--- config.mk ---
export PLATFORM = sky130hd
export DESIGN_NAME = tpsc_top
export DESIGN_NICKNAME = d
export VERILOG_FILES = /design/src/verilog/tpsc_pkg.sv /design/src/verilog/tpsc_top.sv
export SDC_FILE = /design/constraint.sdc
export NUM_CORES = 1
export LEC_CHECK = 0
export BUFFER_PORTS_ARGS = -buffer_cell sky130_fd_sc_hd__clkbuf_2
export CAP_MARGIN = 30
export CORE_UTILIZATION = 42
export CTS_BUF_LIST = sky130_fd_sc_hd__clkbuf_4 sky130_fd_sc_hd__clkbuf_8
export DETAILED_ROUTE_END_ITERATION = 8
export PLACE_DENSITY = 0.82
export SETUP_SLACK_MARGIN = 0.02
export SLEW_MARGIN = 20
export SYNTH_ARGS = -nofsm -noshare
export SYNTH_HDL_FRONTEND = slang
export SYNTH_SLANG_ARGS = --single-unit
export TNS_END_PERCENT = 1
--- constraint.sdc ---
create_clock -name core_clk -period 3.75 [get_ports core_clk]
set_input_delay 0.5625 -clock core_clk [delete_from_list [all_inputs] [get_ports core_clk]]
set_output_delay 0.5625 -clock core_clk [all_outputs]
set_load 0.01 [all_outputs]
--- src/verilog/tpsc_pkg.sv ---
// Package with register map, field positions, reset values and carrier types of the touch status block.
`default_nettype none
package tpsc_pkg;
  localparam int unsigned NCH = 8;
  // Register offsets.
  localparam logic [7:0] ADDR_MAIN_CONTROL = 8'h00;
  localparam logic [7:0] ADDR_GENERAL_STATUS = 8'h02;
  localparam logic [7:0] ADDR_CHANNEL_TOUCH_STATUS = 8'h03;
  localparam logic [7:0] ADDR_LED_DONE_STATUS = 8'h04;
  localparam logic [7:0] ADDR_CHANNEL_NOISE_STATUS = 8'h0a;
  // Main control fields.
  localparam int unsigned MC_GAIN_LSB = 6;
  localparam int unsigned MC_LOW_POWER_SCAN_BIT = 5;
  localparam int unsigned MC_DEEP_IDLE_BIT = 4;
  localparam int unsigned MC_INT_BIT = 0;
  // General status fields.
  localparam int unsigned GS_LED_BIT = 4;
  localparam int unsigned GS_RESET_BIT = 3;
  localparam int unsigned GS_MANY_TOUCH_BIT = 2;
  localparam int unsigned GS_PATTERN_BIT = 1;
  localparam int unsigned GS_TOUCH_BIT = 0;
  // Reset values and the pattern count width.
  localparam logic [7:0] RST_MAIN_CONTROL = 8'h00;
  localparam logic [7:0] RST_STATUS = 8'h00;
  localparam logic [1:0] RST_GAIN = 2'h0;
  localparam logic [3:0] PATTERN_COUNT_WIDTH = 4'h4;

  // One register access from the serial front end, same clock domain.
  typedef struct packed {
    logic wr;
    logic rd;
    logic [7:0] addr;
    logic [7:0] wdata;
  } tpsc_reg_req_type;

  // Per-channel results of the sensing engine for the current cycle.
  typedef struct packed {
    logic [NCH-1:0] touch;
    logic [NCH-1:0] int_en;
    logic [NCH-1:0] noise_low_freq;
    logic [NCH-1:0] noise_rf;
    logic [NCH-1:0] pattern_delta_over;
  } tpsc_sense_type;

  // Global configuration bits that live in registers outside this block.
  typedef struct packed {
    logic pattern_detect_enable;
    logic pattern_irq_enable;
    logic keep_low_freq_noisy_samples;
    logic keep_rf_noisy_samples;
    logic wake_on_touch;
    logic four_wire_link;
  } tpsc_cfg_type;
endpackage : tpsc_pkg
`default_nettype wire

--- src/verilog/tpsc_top.sv ---
// Control and status register logic of the eight-channel touch controller.
`timescale 1ns/1ps
`default_nettype none
module tpsc_top
  import tpsc_pkg::*;
(
  input wire logic core_clk,
  input wire logic rst,
  input wire tpsc_reg_req_type reg_req,
  output logic [7:0] reg_rdata,
  input wire tpsc_sense_type sense,
  input wire tpsc_cfg_type cfg,
  input wire logic [NCH-1:0] standby_select,
  input wire logic [NCH-1:0][7:0] delta_raw,
  input wire logic [NCH-1:0] led_done_evt,
  input wire logic [NCH-1:0] led_linked,
  input wire logic many_touch_block,
  input wire logic pattern_condition,
  input wire logic reset_pin_released,
  input wire logic wake_in,
  output logic wake_out,
  output logic wake_oe_n,
  output logic alert_n,
  output logic [1:0] gain_code,
  output logic [3:0] gain_factor,
  output logic [NCH-1:0] scan_enable,
  output logic [NCH-1:0] channel_release,
  output logic leds_force_inactive,
  output logic pwm_enable,
  output logic [NCH-1:0][7:0] delta_out,
  output logic [NCH-1:0] sample_discard,
  output logic [3:0] pattern_count
);

  // Gain code to multiplier: 00, 01, 10, 11 give 1, 2, 4, 8.
  function automatic logic [3:0] gain_decode(input logic [1:0] code);
    gain_decode = 4'h1 << code;
  endfunction : gain_decode

  // Number of set bits in a channel vector.
  function automatic logic [3:0] ones_count(input logic [NCH-1:0] v);
    logic [3:0] n;
    n = 4'h0;
    for (int i = 0; i < NCH; i++) begin
      n = n + {3'h0, v[i]};
    end
    ones_count = n;
  endfunction : ones_count

  // Registers.
  logic [1:0] gain_q;
  logic low_power_scan_enable_q;
  logic deep_idle_enable_q;
  logic int_q;
  logic [NCH-1:0] touch_status_q;
  logic [NCH-1:0] led_done_q;
  logic [NCH-1:0] noise_q;
  logic reset_seen_q;
  logic pattern_touch_flag_q;
  logic many_touch_block_flag_q;
  logic wake_q;
  logic por_q;
  logic [NCH-1:0] touch_prev_q;
  logic [NCH-1:0] scan_prev_q;
  logic [NCH-1:0] release_q;
  logic wake_meta_q;
  logic wake_sync_q;
  logic [NCH-1:0][7:0] delta_q;
  logic [NCH-1:0] discard_q;
  logic [3:0] pattern_count_q;
  logic [7:0] rdata_q;

  // Register decode; anything not matched here is unassigned.
  wire hit_main = reg_req.addr == ADDR_MAIN_CONTROL;
  wire hit_gen = reg_req.addr == ADDR_GENERAL_STATUS;
  wire hit_touch = reg_req.addr == ADDR_CHANNEL_TOUCH_STATUS;
  wire hit_led = reg_req.addr == ADDR_LED_DONE_STATUS;
  wire hit_noise = reg_req.addr == ADDR_CHANNEL_NOISE_STATUS;
  wire wr_main = reg_req.wr & hit_main;
  wire int_clr = wr_main & ~reg_req.wdata[MC_INT_BIT];
  wire int_wr_set = wr_main & reg_req.wdata[MC_INT_BIT];
  wire deep_enter = wr_main & reg_req.wdata[MC_DEEP_IDLE_BIT] & ~deep_idle_enable_q;

  // The wake pin only counts as a wake request while we are not driving it ourselves.
  wire wake_hit = wake_sync_q & wake_oe_n;

  // Scanning: nothing in deep idle, the selected subset in low-power scan, else all.
  wire [NCH-1:0] scan_d = deep_idle_enable_q ? '0 :
    (low_power_scan_enable_q ? standby_select : '1);

  // Noise flags follow the analog report with no latch.
  wire [NCH-1:0] noise_now = sense.noise_low_freq | sense.noise_rf;
  wire [NCH-1:0] discard_d = (sense.noise_low_freq & {NCH{~cfg.keep_low_freq_noisy_samples}}) |
    (sense.noise_rf & {NCH{~cfg.keep_rf_noisy_samples}});

  // A noisy channel raises no new touch because noise masks its touch bit directly.
  wire [NCH-1:0] touch_eff = sense.touch & scan_d & ~noise_now;
  wire [NCH-1:0] new_touch = touch_eff & ~touch_prev_q;
  wire touch_irq = |(new_touch & sense.int_en);

  // Pattern: noisy or over-threshold channels, each counted once.
  wire [NCH-1:0] pattern_over = (noise_now | sense.pattern_delta_over) &
    {NCH{cfg.pattern_detect_enable}};
  wire pattern_rise = pattern_condition & ~pattern_touch_flag_q;
  wire pattern_irq = pattern_rise & cfg.pattern_irq_enable;

  wire led_set_any = |(led_done_evt & ~led_linked);
  wire reset_evt = por_q | reset_pin_released;
  wire int_set = touch_irq | pattern_irq | reset_evt | int_wr_set;
  wire standby_touch = low_power_scan_enable_q & ~deep_idle_enable_q & cfg.wake_on_touch & (|new_touch);

  // Next values of the sticky flags; a new event wins over a flag clear in the same cycle, deep idle entry wins over both.
  wire int_d = deep_enter ? 1'b0 : (int_set ? 1'b1 : (int_clr ? 1'b0 : int_q));
  wire [NCH-1:0] touch_status_d = deep_enter ? '0 :
    (new_touch | (touch_status_q & ~({NCH{int_clr}} & ~touch_eff)));
  wire [NCH-1:0] led_done_d = deep_enter ? '0 :
    ((led_done_evt & ~led_linked) | (led_done_q & ~{NCH{int_clr}}));
  wire reset_seen_d = deep_enter ? 1'b0 : (reset_evt | (reset_seen_q & ~int_clr));
  wire wake_d = deep_enter ? 1'b0 : (standby_touch | (wake_q & ~int_clr));

  // General status read value with live summary bits.
  wire [7:0] gen_status = {3'h0, |led_done_q, reset_seen_q, many_touch_block_flag_q,
    pattern_touch_flag_q, |touch_status_q};
  wire [7:0] main_rd = {gain_q, low_power_scan_enable_q, deep_idle_enable_q, 3'h0, int_q};
  wire [7:0] rd_mux = hit_main ? main_rd :
    hit_gen ? gen_status :
    hit_touch ? touch_status_q :
    hit_led ? led_done_q :
    hit_noise ? noise_q : RST_STATUS;

  // Wake pin synchroniser; the first stage feeds only the second.
  always_ff @(posedge core_clk) begin
    if (rst) begin
      wake_meta_q <= 1'b0;
      wake_sync_q <= 1'b0;
    end else begin
      wake_meta_q <= wake_in;
      wake_sync_q <= wake_meta_q;
    end
  end

  // Main control register; the wake pin beats a host write on the deep idle bit.
  always_ff @(posedge core_clk) begin
    if (rst) begin
      gain_q <= RST_GAIN;
      low_power_scan_enable_q <= RST_MAIN_CONTROL[MC_LOW_POWER_SCAN_BIT];
      deep_idle_enable_q <= RST_MAIN_CONTROL[MC_DEEP_IDLE_BIT];
    end else begin
      if (wr_main) begin
        gain_q <= reg_req.wdata[MC_GAIN_LSB +: 2];
        low_power_scan_enable_q <= reg_req.wdata[MC_LOW_POWER_SCAN_BIT];
      end
      if (wake_hit) begin
        deep_idle_enable_q <= 1'b0;
      end else if (wr_main) begin
        deep_idle_enable_q <= reg_req.wdata[MC_DEEP_IDLE_BIT];
      end
    end
  end

  // Interrupt flag and sticky status bits.
  always_ff @(posedge core_clk) begin
    if (rst) begin
      int_q <= RST_MAIN_CONTROL[MC_INT_BIT];
      touch_status_q <= RST_STATUS;
      led_done_q <= RST_STATUS;
      reset_seen_q <= 1'b0;
      wake_q <= 1'b0;
      por_q <= 1'b1;
    end else begin
      int_q <= int_d;
      touch_status_q <= touch_status_d;
      led_done_q <= led_done_d;
      reset_seen_q <= reset_seen_d;
      wake_q <= wake_d;
      por_q <= 1'b0;
    end
  end

  // Level flags that follow their causes; deep idle entry empties them.
  always_ff @(posedge core_clk) begin
    if (rst) begin
      noise_q <= RST_STATUS;
      pattern_touch_flag_q <= 1'b0;
      many_touch_block_flag_q <= 1'b0;
    end else begin
      noise_q <= deep_enter ? '0 : noise_now;
      pattern_touch_flag_q <= ~deep_enter & pattern_condition;
      many_touch_block_flag_q <= ~deep_enter & many_touch_block;
    end
  end

  // Channel tracking: release pulse when any channel leaves the scan set.
  always_ff @(posedge core_clk) begin
    if (rst) begin
      touch_prev_q <= '0;
      scan_prev_q <= '0;
      release_q <= '0;
    end else begin
      touch_prev_q <= touch_eff;
      scan_prev_q <= scan_d;
      release_q <= scan_prev_q & ~scan_d;
    end
  end

  // Sample path outputs; noise zeroes the delta before anyone compares it.
  always_ff @(posedge core_clk) begin
    if (rst) begin
      delta_q <= '0;
      discard_q <= '0;
      pattern_count_q <= 4'h0;
    end else begin
      for (int i = 0; i < NCH; i++) begin
        delta_q[i] <= noise_now[i] ? 8'h00 : delta_raw[i];
      end
      discard_q <= discard_d;
      pattern_count_q <= ones_count(pattern_over);
    end
  end

  // Read data register; reads carry no side effects.
  always_ff @(posedge core_clk) begin
    if (rst) begin
      rdata_q <= RST_STATUS;
    end else if (reg_req.rd) begin
      rdata_q <= rd_mux;
    end
  end

  // Output drive. The wake pin is released in four-wire mode because it carries link data.
  assign reg_rdata = rdata_q;
  assign alert_n = ~int_q;
  assign wake_out = 1'b1;
  assign wake_oe_n = ~(wake_q & ~cfg.four_wire_link);
  assign gain_code = gain_q;
  assign gain_factor = gain_decode(gain_q);
  assign scan_enable = scan_prev_q;
  assign channel_release = release_q;
  assign leds_force_inactive = deep_idle_enable_q;
  assign pwm_enable = ~deep_idle_enable_q;
  assign delta_out = delta_q;
  assign sample_discard = discard_q;
  assign pattern_count = pattern_count_q;
endmodule : tpsc_top
`default_nettype wire

**Yosys cells after proc, flatten, opt, wreduce, memory -nomap -nowiden**

Index checks and enable logic that the tools add are counted.
W data, S select, Z words.

- Register bits: 144
- Output and inout port bits: 111

- Multiplexer cells: 10
- Bitwise logic cells: 56
- Add/subtract/negate cells: 7
- Equal/unequal tests: 4
- Shift-type cells: 1
- Reductions and logical operators: 16

Operator list:

| kind | count |
|---|---|
| $and A8 B8 Y8 | 12 |
| $mux W8 | 7 |
| $not A8 Y8 | 7 |
| $or A8 B8 Y8 | 5 |
| $reduce_or A8 Y1 | 4 |
| $reduce_or A2 Y1 | 10 |
| $add A4 B1 Y4 | 4 |
| $and A1 B1 Y1 | 16 |
| $eq A8 B2 Y1 const B | 2 |
| $not A1 Y1 | 10 |
| $eq A8 B3 Y1 const B | 1 |
| $eq A8 B4 Y1 const B | 1 |
| $logic_not A8 Y1 | 1 |
| $or A1 B1 Y1 | 6 |
| $add A3 B1 Y4 | 1 |
| $shl A1 B2 Y4 const A | 1 |
| $add A2 B1 Y3 | 1 |
| $mux W1 | 3 |
| $add A1 B1 Y2 | 1 |
| $reduce_bool A2 Y1 | 1 |

**Logic depth before layout (Yosys ltp)**

Gate-level depths: netlist (run 1).

- Depth in word-level cells: 11
- Depth in mapped cells: 12
- Depth with buffers taken out: 11

**Least setup slack after synthesis (run 1)**

OpenSTA, ideal clock, no wires.

- Path kind: input port to flip-flop
- From: in sense[19] in the netlist's numbering
- To: reg pattern_count_q[2], in the netlist pattern_count[2]
- Path slack: 0.173 ns
- Stages on the path: 12
- Arrival: 3.450 ns
- Data required time: 3.622 ns
- Path through: or2_2 > clkbuf_1 > o21ai_0 > fa_1 > fa_1 > inv_1 > fa_1 > ha_1 > inv_1 > fa_1 > xor2_1 > nor2_1

- Cells in the longest elaborated chain, start to end: 8

Ends and longest elaborated chain:

| item | RTL line | RTL |
|---|---|---|
| start: declaration | tpsc_top.sv:11 | `input wire tpsc_sense_type sense,` |
| $or A8 B8 Y8 | tpsc_top.sv:92 | `wire [NCH-1:0] noise_now = sense.noise_low_freq \| sense.noise_rf;` |
| $or A8 B8 Y8 | tpsc_top.sv:102 | `wire [NCH-1:0] pattern_over = (noise_now \| sense.pattern_delta_over) &` |
| $and A8 B8 Y8 | tpsc_top.sv:102 |  |
| $add A3 B1 Y4 | tpsc_top.sv:45 | `n = n + {3'h0, v[i]};` |
| $add A4 B1 Y4 (4 in series) | tpsc_top.sv:45 |  |
| end signal: assignment | tpsc_top.sv:217 | `pattern_count_q <= ones_count(pattern_over);` |
| end: declaration | tpsc_top.sv:70 | `logic [3:0] pattern_count_q;` |

No other way between the ends.
A chain may end at the register's enable or synchronous reset.

**Worst setup path in the final report (run 1)**

Ends and elaborated chain as after synthesis.

==> metrics.md, run 1 <==
| Metric | Value |
|---|---|
| Outcome | finished, final reports clean |
| Final ANT Viol Nets | 0 |
| Setup crit end | pattern_count[2]$_SDFF_PP0_ |
| Syn nets | ~700 |
| Vias per cell | 4.95 |
| Post-CTS Setup Repair Bufs | 0 |
| Final hold vios | 0 |
| Detailed-route DRC error count | 0 |
| RSZ-0062 raised after global routing | no |
| Top-count cell post-synth | dfxtp_1 |
| Critical path required time | 4.04 ns |
| Top Family by Delay on Critical Path | adder cells |
| Core ar. | 12000 µm² |
| R2r worst-path depth | 5 |
| Clock insertion delay at the later pin of the skew report | 0.44 ns |
| Global-route wire length before repair | 23000 µm |
| CP most frequent cell | fa_1 |
| WP buf/inv | 3 |
| Total gr overflow | 0 |
| Dominant synthesized flop cell | dfxtp_1 |
| Nets | 963 |
| Die span in x | approximately 110 µm |
| PortBufs | 264 |
| ANT cells | 0 |
| R2r startpoint | leds_force_inactive$_SDFFE_PP0P_ |
| Clk sinks | approximately 140 |
| Post-CTS Hold Buffers | 0 |
| Routability cong. | roughly 0.85 |
| Largest net degree at the start of global routing | 42 |
| Post-cts repair resize count | 0 |
| Cell area after synthesis | 5190 µm² |
| Worst setup path startpoint | sense[19] |
| Max incr delay on CP | approximately 0.5 ns |
| Final setup fails | 0 |
| Ys Warns | 0 |
| R2R Path End | int_q$_SDFFE_PP0P_ |
| Chip height | 113 µm |
| Static Leak | between 3 and 4 nW |
| Initial Util | 0.432 |
| Synth unique cells | 54 |
| Fin Setup TNS | 0 ns |
| Initial DRC Count | 276 |
| VDD IR-drop max | 0.285 mV |
| Synth area leader | dfxtp_1 |
| Post-synthesis sequential area ratio | 0.555 |
| Root buf cell | clkbuf_8 |
| Crit Path Class | in2reg |
| Mapped Cells | around 530 |
| CP arrival | 3.56 ns |
| Yosys top cell area share | 0.555 |
| Rel. slew slack | 0.389 |
| Drt pass-1 iters | 5 |
| P per Cell Area | roughly 440 nW/µm² |
| CP startpoint kind | input port |
| Hold Crit Start | many_touch_block |
| Seq cells post-synth | 144 |
| Worst Path Max Fanout | 2 |
| Synthesis-to-layout area growth | 34.9% |
| Routed len/inst | 15.3 µm |
| Worst slew pin tran | slightly above 0.9 ns |
| Cell Rows | 40 |
| CP Depth | 12 |
| Crit share post-route | 0.873 |
| Max Clock Freq | around 0.3 GHz |
| Most frequent cells after synthesis | dfxtp_1, and2_1, nor2_1 |
| Via count | roughly 4700 |
| IO Count | 269 |
| Critical path, cell by cell | clkbuf_2 > or2_2 > o21ai_0 > fa_1 > fa_1 > inv_1 > fa_1 > ha_1 > inv_1 > fa_1 > xor2_1 > nor2_1 |
| Reg clk slew, reported paths | approximately 0.07 ns |
| Hpwl dp | 11500 µm |
| Number of global-route vias before repair | 4557 |
| Die area | 12800 µm² |
| Main area contributors after synthesis | dfxtp_1, and2_1, nor2_1 |
| Synth Area per Inst | 9.78 µm² |
| Final wirelength | 14700 µm |
| CTS tree | built |
| Fin crit period | 3.27 ns |
| Initial antenna violation count | 0 |
| Worst Hold Depth | 3 |
| Worst R2R Setup Slack | ~1.5 ns |
| Asr flop ratio synth | 0 |
| Max capacitance violation total | 0 |
| Max-slew violations | 0 |
| GRT Resource Usage Total | 0.238 |
| Share of cells above drive strength 1 | 0.395 |
| Final clock skew | around 0.0075 ns |
| Worst min path class | in2reg |
| Maximum root-to-sink buffer count | 2 |
| Total CTS buffers | 17 |
| Post-synth EDFFs | 0 |
| Endpoint type of the worst setup path | flip-flop |
| Layout fillers | between 1000 and 1500 |
| CP max stage cell | fa_1 |
| Total power | 3.10 mW |
| H-tree Lvls | 4 |
-- metal layers --
metal | GRT usage | up-vias | share of wire
met3 | 0.0723 | 27 | 0.079
met1 | 0.280 | 2159 | 0.41
met2 | 0.402 | 224 | 0.49
li1 | - | 2330 | -
met5 | 0 | - | 0
met4 | 0.104 | 0 | 0.023
-- cell families (layout without fill, tap and decap cells) --
family | count (synthesis) | after routing | synth area share
other | 1 | 1 | 0.000722
AO/OA/AOI/OAI | 79 | 79 | 0.105
adder cells (fa/ha/maj) | 7 | 7 | 0.0226
buffers and inverters | 38 | 318 | 0.0323
multiplexers | 1 | 1 | 0.00193
flip-flops | 144 | 144 | 0.555
XOR/XNOR | 1 | 1 | 0.00169
AND/OR/NAND/NOR | 260 | 260 | 0.281
-- worst reg2reg max path, delay by kind of cell (launching register included) --
kind / cells / cell delay (ns)
buffers and inverters: 1 / 0.35
flip-flops: 1 / 0.71
AND/OR/NAND/NOR: 2 / 0.63
AO/OA/AOI/OAI: 2 / 0.46
-- state kept, by name, summed over array words and instances, names as in the netlist, 2 cells and up --
| signal | flops |
|---|---|
| gain_code | 2 |
| channel_release | 8 |
| sample_discard | 8 |
| touch_prev_q | 8 |
| scan_enable | 8 |
| reg_rdata | 8 |
| touch_status_q | 8 |
| led_done_q | 8 |
| noise_q | 8 |
| delta_out | 64 |
| pattern_count | 4 |
-- where the power goes --
part	internal (mW)	switching (mW)
sequential	1.59	0.0291
combinational	0.167	0.180
clock	0.577	0.556
-- metrics by stage --
stage	hold slack (ns)	instances	setup slack, ns	util	cell area, µm²
2_1_floorplan	0.393	531	0.173	-	5190
3_5_place_dp	0.412	926	0.0110	0.553	6640
3_3_place_gp	0.397	926	0.0975	0.553	6640
5_1_grt	0.293	958	0.344	0.583	7010
6_report	0.321	958	0.475	0.583	7010
4_1_cts	0.287	958	0.483	0.583	7010
-- worst min path at each step --
stage | endpoint | slack (ns)
after floorplan | leds_force_inactive$_SDFFE_PP0P_ | 0.39
after global placement | leds_force_inactive$_SDFFE_PP0P_ | 0.40
after detailed placement | leds_force_inactive$_SDFFE_PP0P_ | 0.41
after CTS | many_touch_block_flag_q$_SDFF_PP0_ | 0.29
after global routing | delta_out[38]$_SDFF_PP0_ | 0.29
final | many_touch_block_flag_q$_SDFF_PP0_ | 0.32
-- cell type report --
type | instances | area, µm² | area share
repair buffers | 270 | 1370 | 0.195
well taps | 147 | 184 | 0.0262
clock buffers | 22 | 284 | 0.0405
multi-input cells | 349 | 2140 | 0.306
inverters | 16 | 60.1 | 0.00857
clock inverters | 10 | 87.6 | 0.0125
flip-flops and latches | 144 | 2880 | 0.411
-- placed cells by master, fill, tap and decap left out, drive strengths merged, types with 6 or more instances in the layout --
cell	Yosys	layout
o21ai	9	9
clkbuf	14	286
nand3	10	10
inv	16	16
a21oi	36	36
and2	65	65
nor2	58	58
dfxtp	144	144
a221oi	6	6
nand2	16	16
clkinv	0	7
nor3b	6	6
nor4	7	7
a211oi	9	9
nand2b	26	26
nor2b	25	25
nor3	20	20
buf	8	6
(Power assumes the default switching activity.)
==> inputs of run 2 (changes only) <==
Settings changed: CORE_UTILIZATION 42 to 50, HOLD_SLACK_MARGIN set to 0.05, PLACE_DENSITY 0.82 to 0.91, SLEW_MARGIN 20 to 5.
Clock period 3.75 ns to 3.9 ns, I/O delays scaled along.
==> metrics.md, run 2 (synthesized netlist as in run 1, its figures left out) <==
| Metric | Value |
|---|---|
| Outcome | finished, final reports clean (unchanged) |
| Top Family by Delay on Critical Path | adder cells (unchanged) |
| Post-CTS Hold Buffers | 0 (unchanged) |
| Total CTS buffers | 17 (unchanged) |
| Cell Rows | 36 (was 40) |
| R2r worst-path depth | 5 (unchanged) |
| Hold Crit Start | delta_raw[19] (was many_touch_block) |
| Clk sinks | 144 (unchanged) |
| CP max stage cell | fa_1 (unchanged) |
| Vias per cell | 5.11 (was 4.95) |
| Crit Path Class | in2reg (unchanged) |
| Die span in x | 104 µm (was 113 µm) |
| Sequential share of power | 0.510 (was 0.523) |
| VDD IR-drop max | 0.232 mV (was 0.285 mV) |
| WHS | 0.350 ns (was 0.321 ns) |
| Rel. slew slack | 0.386 (was 0.389) |
| GRT Resource Usage Total | 0.286 (was 0.238) |
| Final ANT Viol Nets | 0 (unchanged) |
| Share of cells above drive strength 1 | 0.393 (was 0.395) |
| Initial Util | 0.524 (was 0.432) |
| ANT cells | 0 (unchanged) |
| Fin Setup TNS | 0 ns (unchanged) |
| Clock insertion delay at the later pin of the skew report | 0.43 ns (was 0.44 ns) |
| Commonest non-fill, non-tap cell in the layout | clkbuf_2 (unchanged) |
| Maximum root-to-sink buffer count | 2 (unchanged) |
| Drt pass-1 iters | 4 (was 5) |
| RSZ-0062 raised after global routing | no (unchanged) |
| Worst Hold Depth | 2 (was 3) |
| Hold-critical path endpoint | delta_out[19]$_SDFF_PP0_ (was many_touch_block_flag_q$_SDFF_PP0_) |
| Number of flip-flops in the largest register | 64 (unchanged) |
| Detailed-route DRC error count | 0 (unchanged) |
| R2R Path End | wake_q$_SDFF_PP0_ (was int_q$_SDFFE_PP0P_) |
| Initial antenna violation count | 1 (was 0) |
| Total gr overflow | 0 (unchanged) |
| Static Leak | 3.33 nW (was 3.34 nW) |
| PortBufs | 264 (unchanged) |
| IO Count | 269 (unchanged) |
| Post-CTS Setup Repair Bufs | 0 (unchanged) |
| Worst Path Max Fanout | 2 (unchanged) |
| Critical path required time | 4.19 ns (was 4.04 ns) |
| Clock power frac | 0.381 (was 0.365) |
| Synthesis-to-layout area growth | 34.8% (was 34.9%) |
| CP arrival | 3.66 ns (was 3.56 ns) |
| Reg clk slew, reported paths | 0.08 ns (was 0.07 ns) |
| Chip height | 104 µm (was 113 µm) |
| Worst slew pin tran | 0.914 ns (was 0.916 ns) |
| Post-cts repair resize count | 0 (unchanged) |
| R2r startpoint | leds_force_inactive$_SDFFE_PP0P_ (unchanged) |
| CP most frequent cell | fa_1 (unchanged) |
| Most frequent cells in the layout | clkbuf_2, dfxtp_1, and2_1 (unchanged) |
| Comb pwr share | 0.109 (was 0.112) |
| H-tree Lvls | 4 (unchanged) |
| Fin crit period | between 3 and 4 ns |
| CP startpoint kind | input port (unchanged) |
| Crit share post-route | 0.862 |
| Critical path, cell by cell | clkbuf_2 > or2_2 > o21ai_0 > fa_1 > fa_1 > inv_1 > fa_1 > ha_1 > inv_1 > fa_1 > xor2_1 > nor2_1 (unchanged) |
| Final hold vios | 0 (unchanged) |
| Hpwl dp | 12100 µm (was 11500 µm) |
| Die area | 10800 µm² (was 12800 µm²) |
| Endpoint type of the worst setup path | flip-flop (unchanged) |
| Max incr delay on CP | 0.49 ns (about the same) |
| Pint | 2.29 mW (was 2.34 mW) |
| Max-slew violations | 0 (unchanged) |
| Via count | 4810 (was 4740) |
| Max Clock Freq | 0.297 GHz |
| Net load switching power | 769 µW (was 765 µW) |
| WP buf/inv | 3 (unchanged) |
| Final wirelength | 15300 µm (was 14700 µm) |
| P per Cell Area | 438 nW/µm² (was 443 nW/µm²) |
| Largest net degree at the start of global routing | 34 (was 42) |
| Core ar. | 9910 µm² (was 12000 µm²) |
| Switching share of power | 0.251 (was 0.247) |
| Root buf cell | clkbuf_8 (unchanged) |
| Routed len/inst | 16.2 µm (was 15.3 µm) |
| Number of global-route vias before repair | 4777 (was 4557) |
| Routability cong. | 0.832 (was 0.847) |
| Worst R2R Setup Slack | 1.68 ns (was 1.47 ns) |
| Worst min path class | in2reg (unchanged) |
| Initial DRC Count | 154 (was 276) |
| Final clock skew | 0.0103 ns (was 0.00754 ns) |
| CTS tree | built (unchanged) |
| Max capacitance violation total | 0 (unchanged) |
| Final setup fails | 0 (unchanged) |
| Global-route wire length before repair | 23900 µm (was 23000 µm) |
| Nets | 961 (was 963) |
==> run 2: cell count changes in the layout (fill, tap and decap cells not counted) <==
cell and change:
inv_6 +3, clkinv_2 -2, bufinv_16 +1, clkbuf_4 -1
buf_4 -2, clkinv_4 -1, clkbuf_8 -1, clkinvlp_4 +1
==> run 2: worst reg2reg max path, stage by stage (launching register included) <==
cell     delay, ns
dfxtp_1       0.71
nor2b_1       0.15
and4b_1       0.26
or4_1         0.47
o41ai_1       0.38
a21oi_1       0.12
==> run 2: worst max path at each step <==
stage,slack (ns),end,from,depth (start not counted)
floorplan,0.30,pattern_count[2]$_SDFF_PP0_,sense[19],12
global placement,0.19,pattern_count[2]$_SDFF_PP0_,sense[19],12
detailed placement,0.07,pattern_count[2]$_SDFF_PP0_,sense[19],12
CTS,0.54,pattern_count[2]$_SDFF_PP0_,sense[19],12
global route,0.41,pattern_count[2]$_SDFF_PP0_,sense[19],12
finish,0.54,pattern_count[2]$_SDFF_PP0_,sense[19],12
==> run 2: cell type report <==
class | instances | area (µm²)
clock buffers | 20 | 263
clock inverters | 12 | 133
fillers | 800 | 2910
inverters | 16 | 60.1
multi-input cells | 349 | 2140
flip-flops and latches | 144 | 2880
well taps | 133 | 166
repair buffers | 268 | 1350
==> run 2: per-stage QoR <==
stage	utilization	instance area [µm²]	power [mW]	setup WS, ns	std cells
after global placement	0.666	6600	1.91	0.189	910
after CTS	0.706	7000	3.08	0.538	942
after global routing	0.706	7000	3.19	0.405	942
final	0.706	7000	3.06	0.538	942
after detailed placement	0.666	6600	1.93	0.0716	910
after floorplan	-	5190	1.75	0.300	531
==> run 2: routing by layer <==
layer	track usage	vias to the layer above	wire (µm)
met3	0.0658	27	1080
met4	0.114	2	316
met2	0.503	228	7690
li1	-	2329	-
met5	0	-	17
met1	0.337	2224	6190
==> run 2: power groups by stage <==
stage | clock (mW) | sequential [mW] | combinational [mW]
floorplan | 0 | 1.61 | 0.144
detailed placement | 0 | 1.60 | 0.332
global placement | 0 | 1.59 | 0.318
CTS | 1.18 | 1.56 | 0.335
global route | 1.25 | 1.57 | 0.367
finish | 1.17 | 1.56 | 0.334
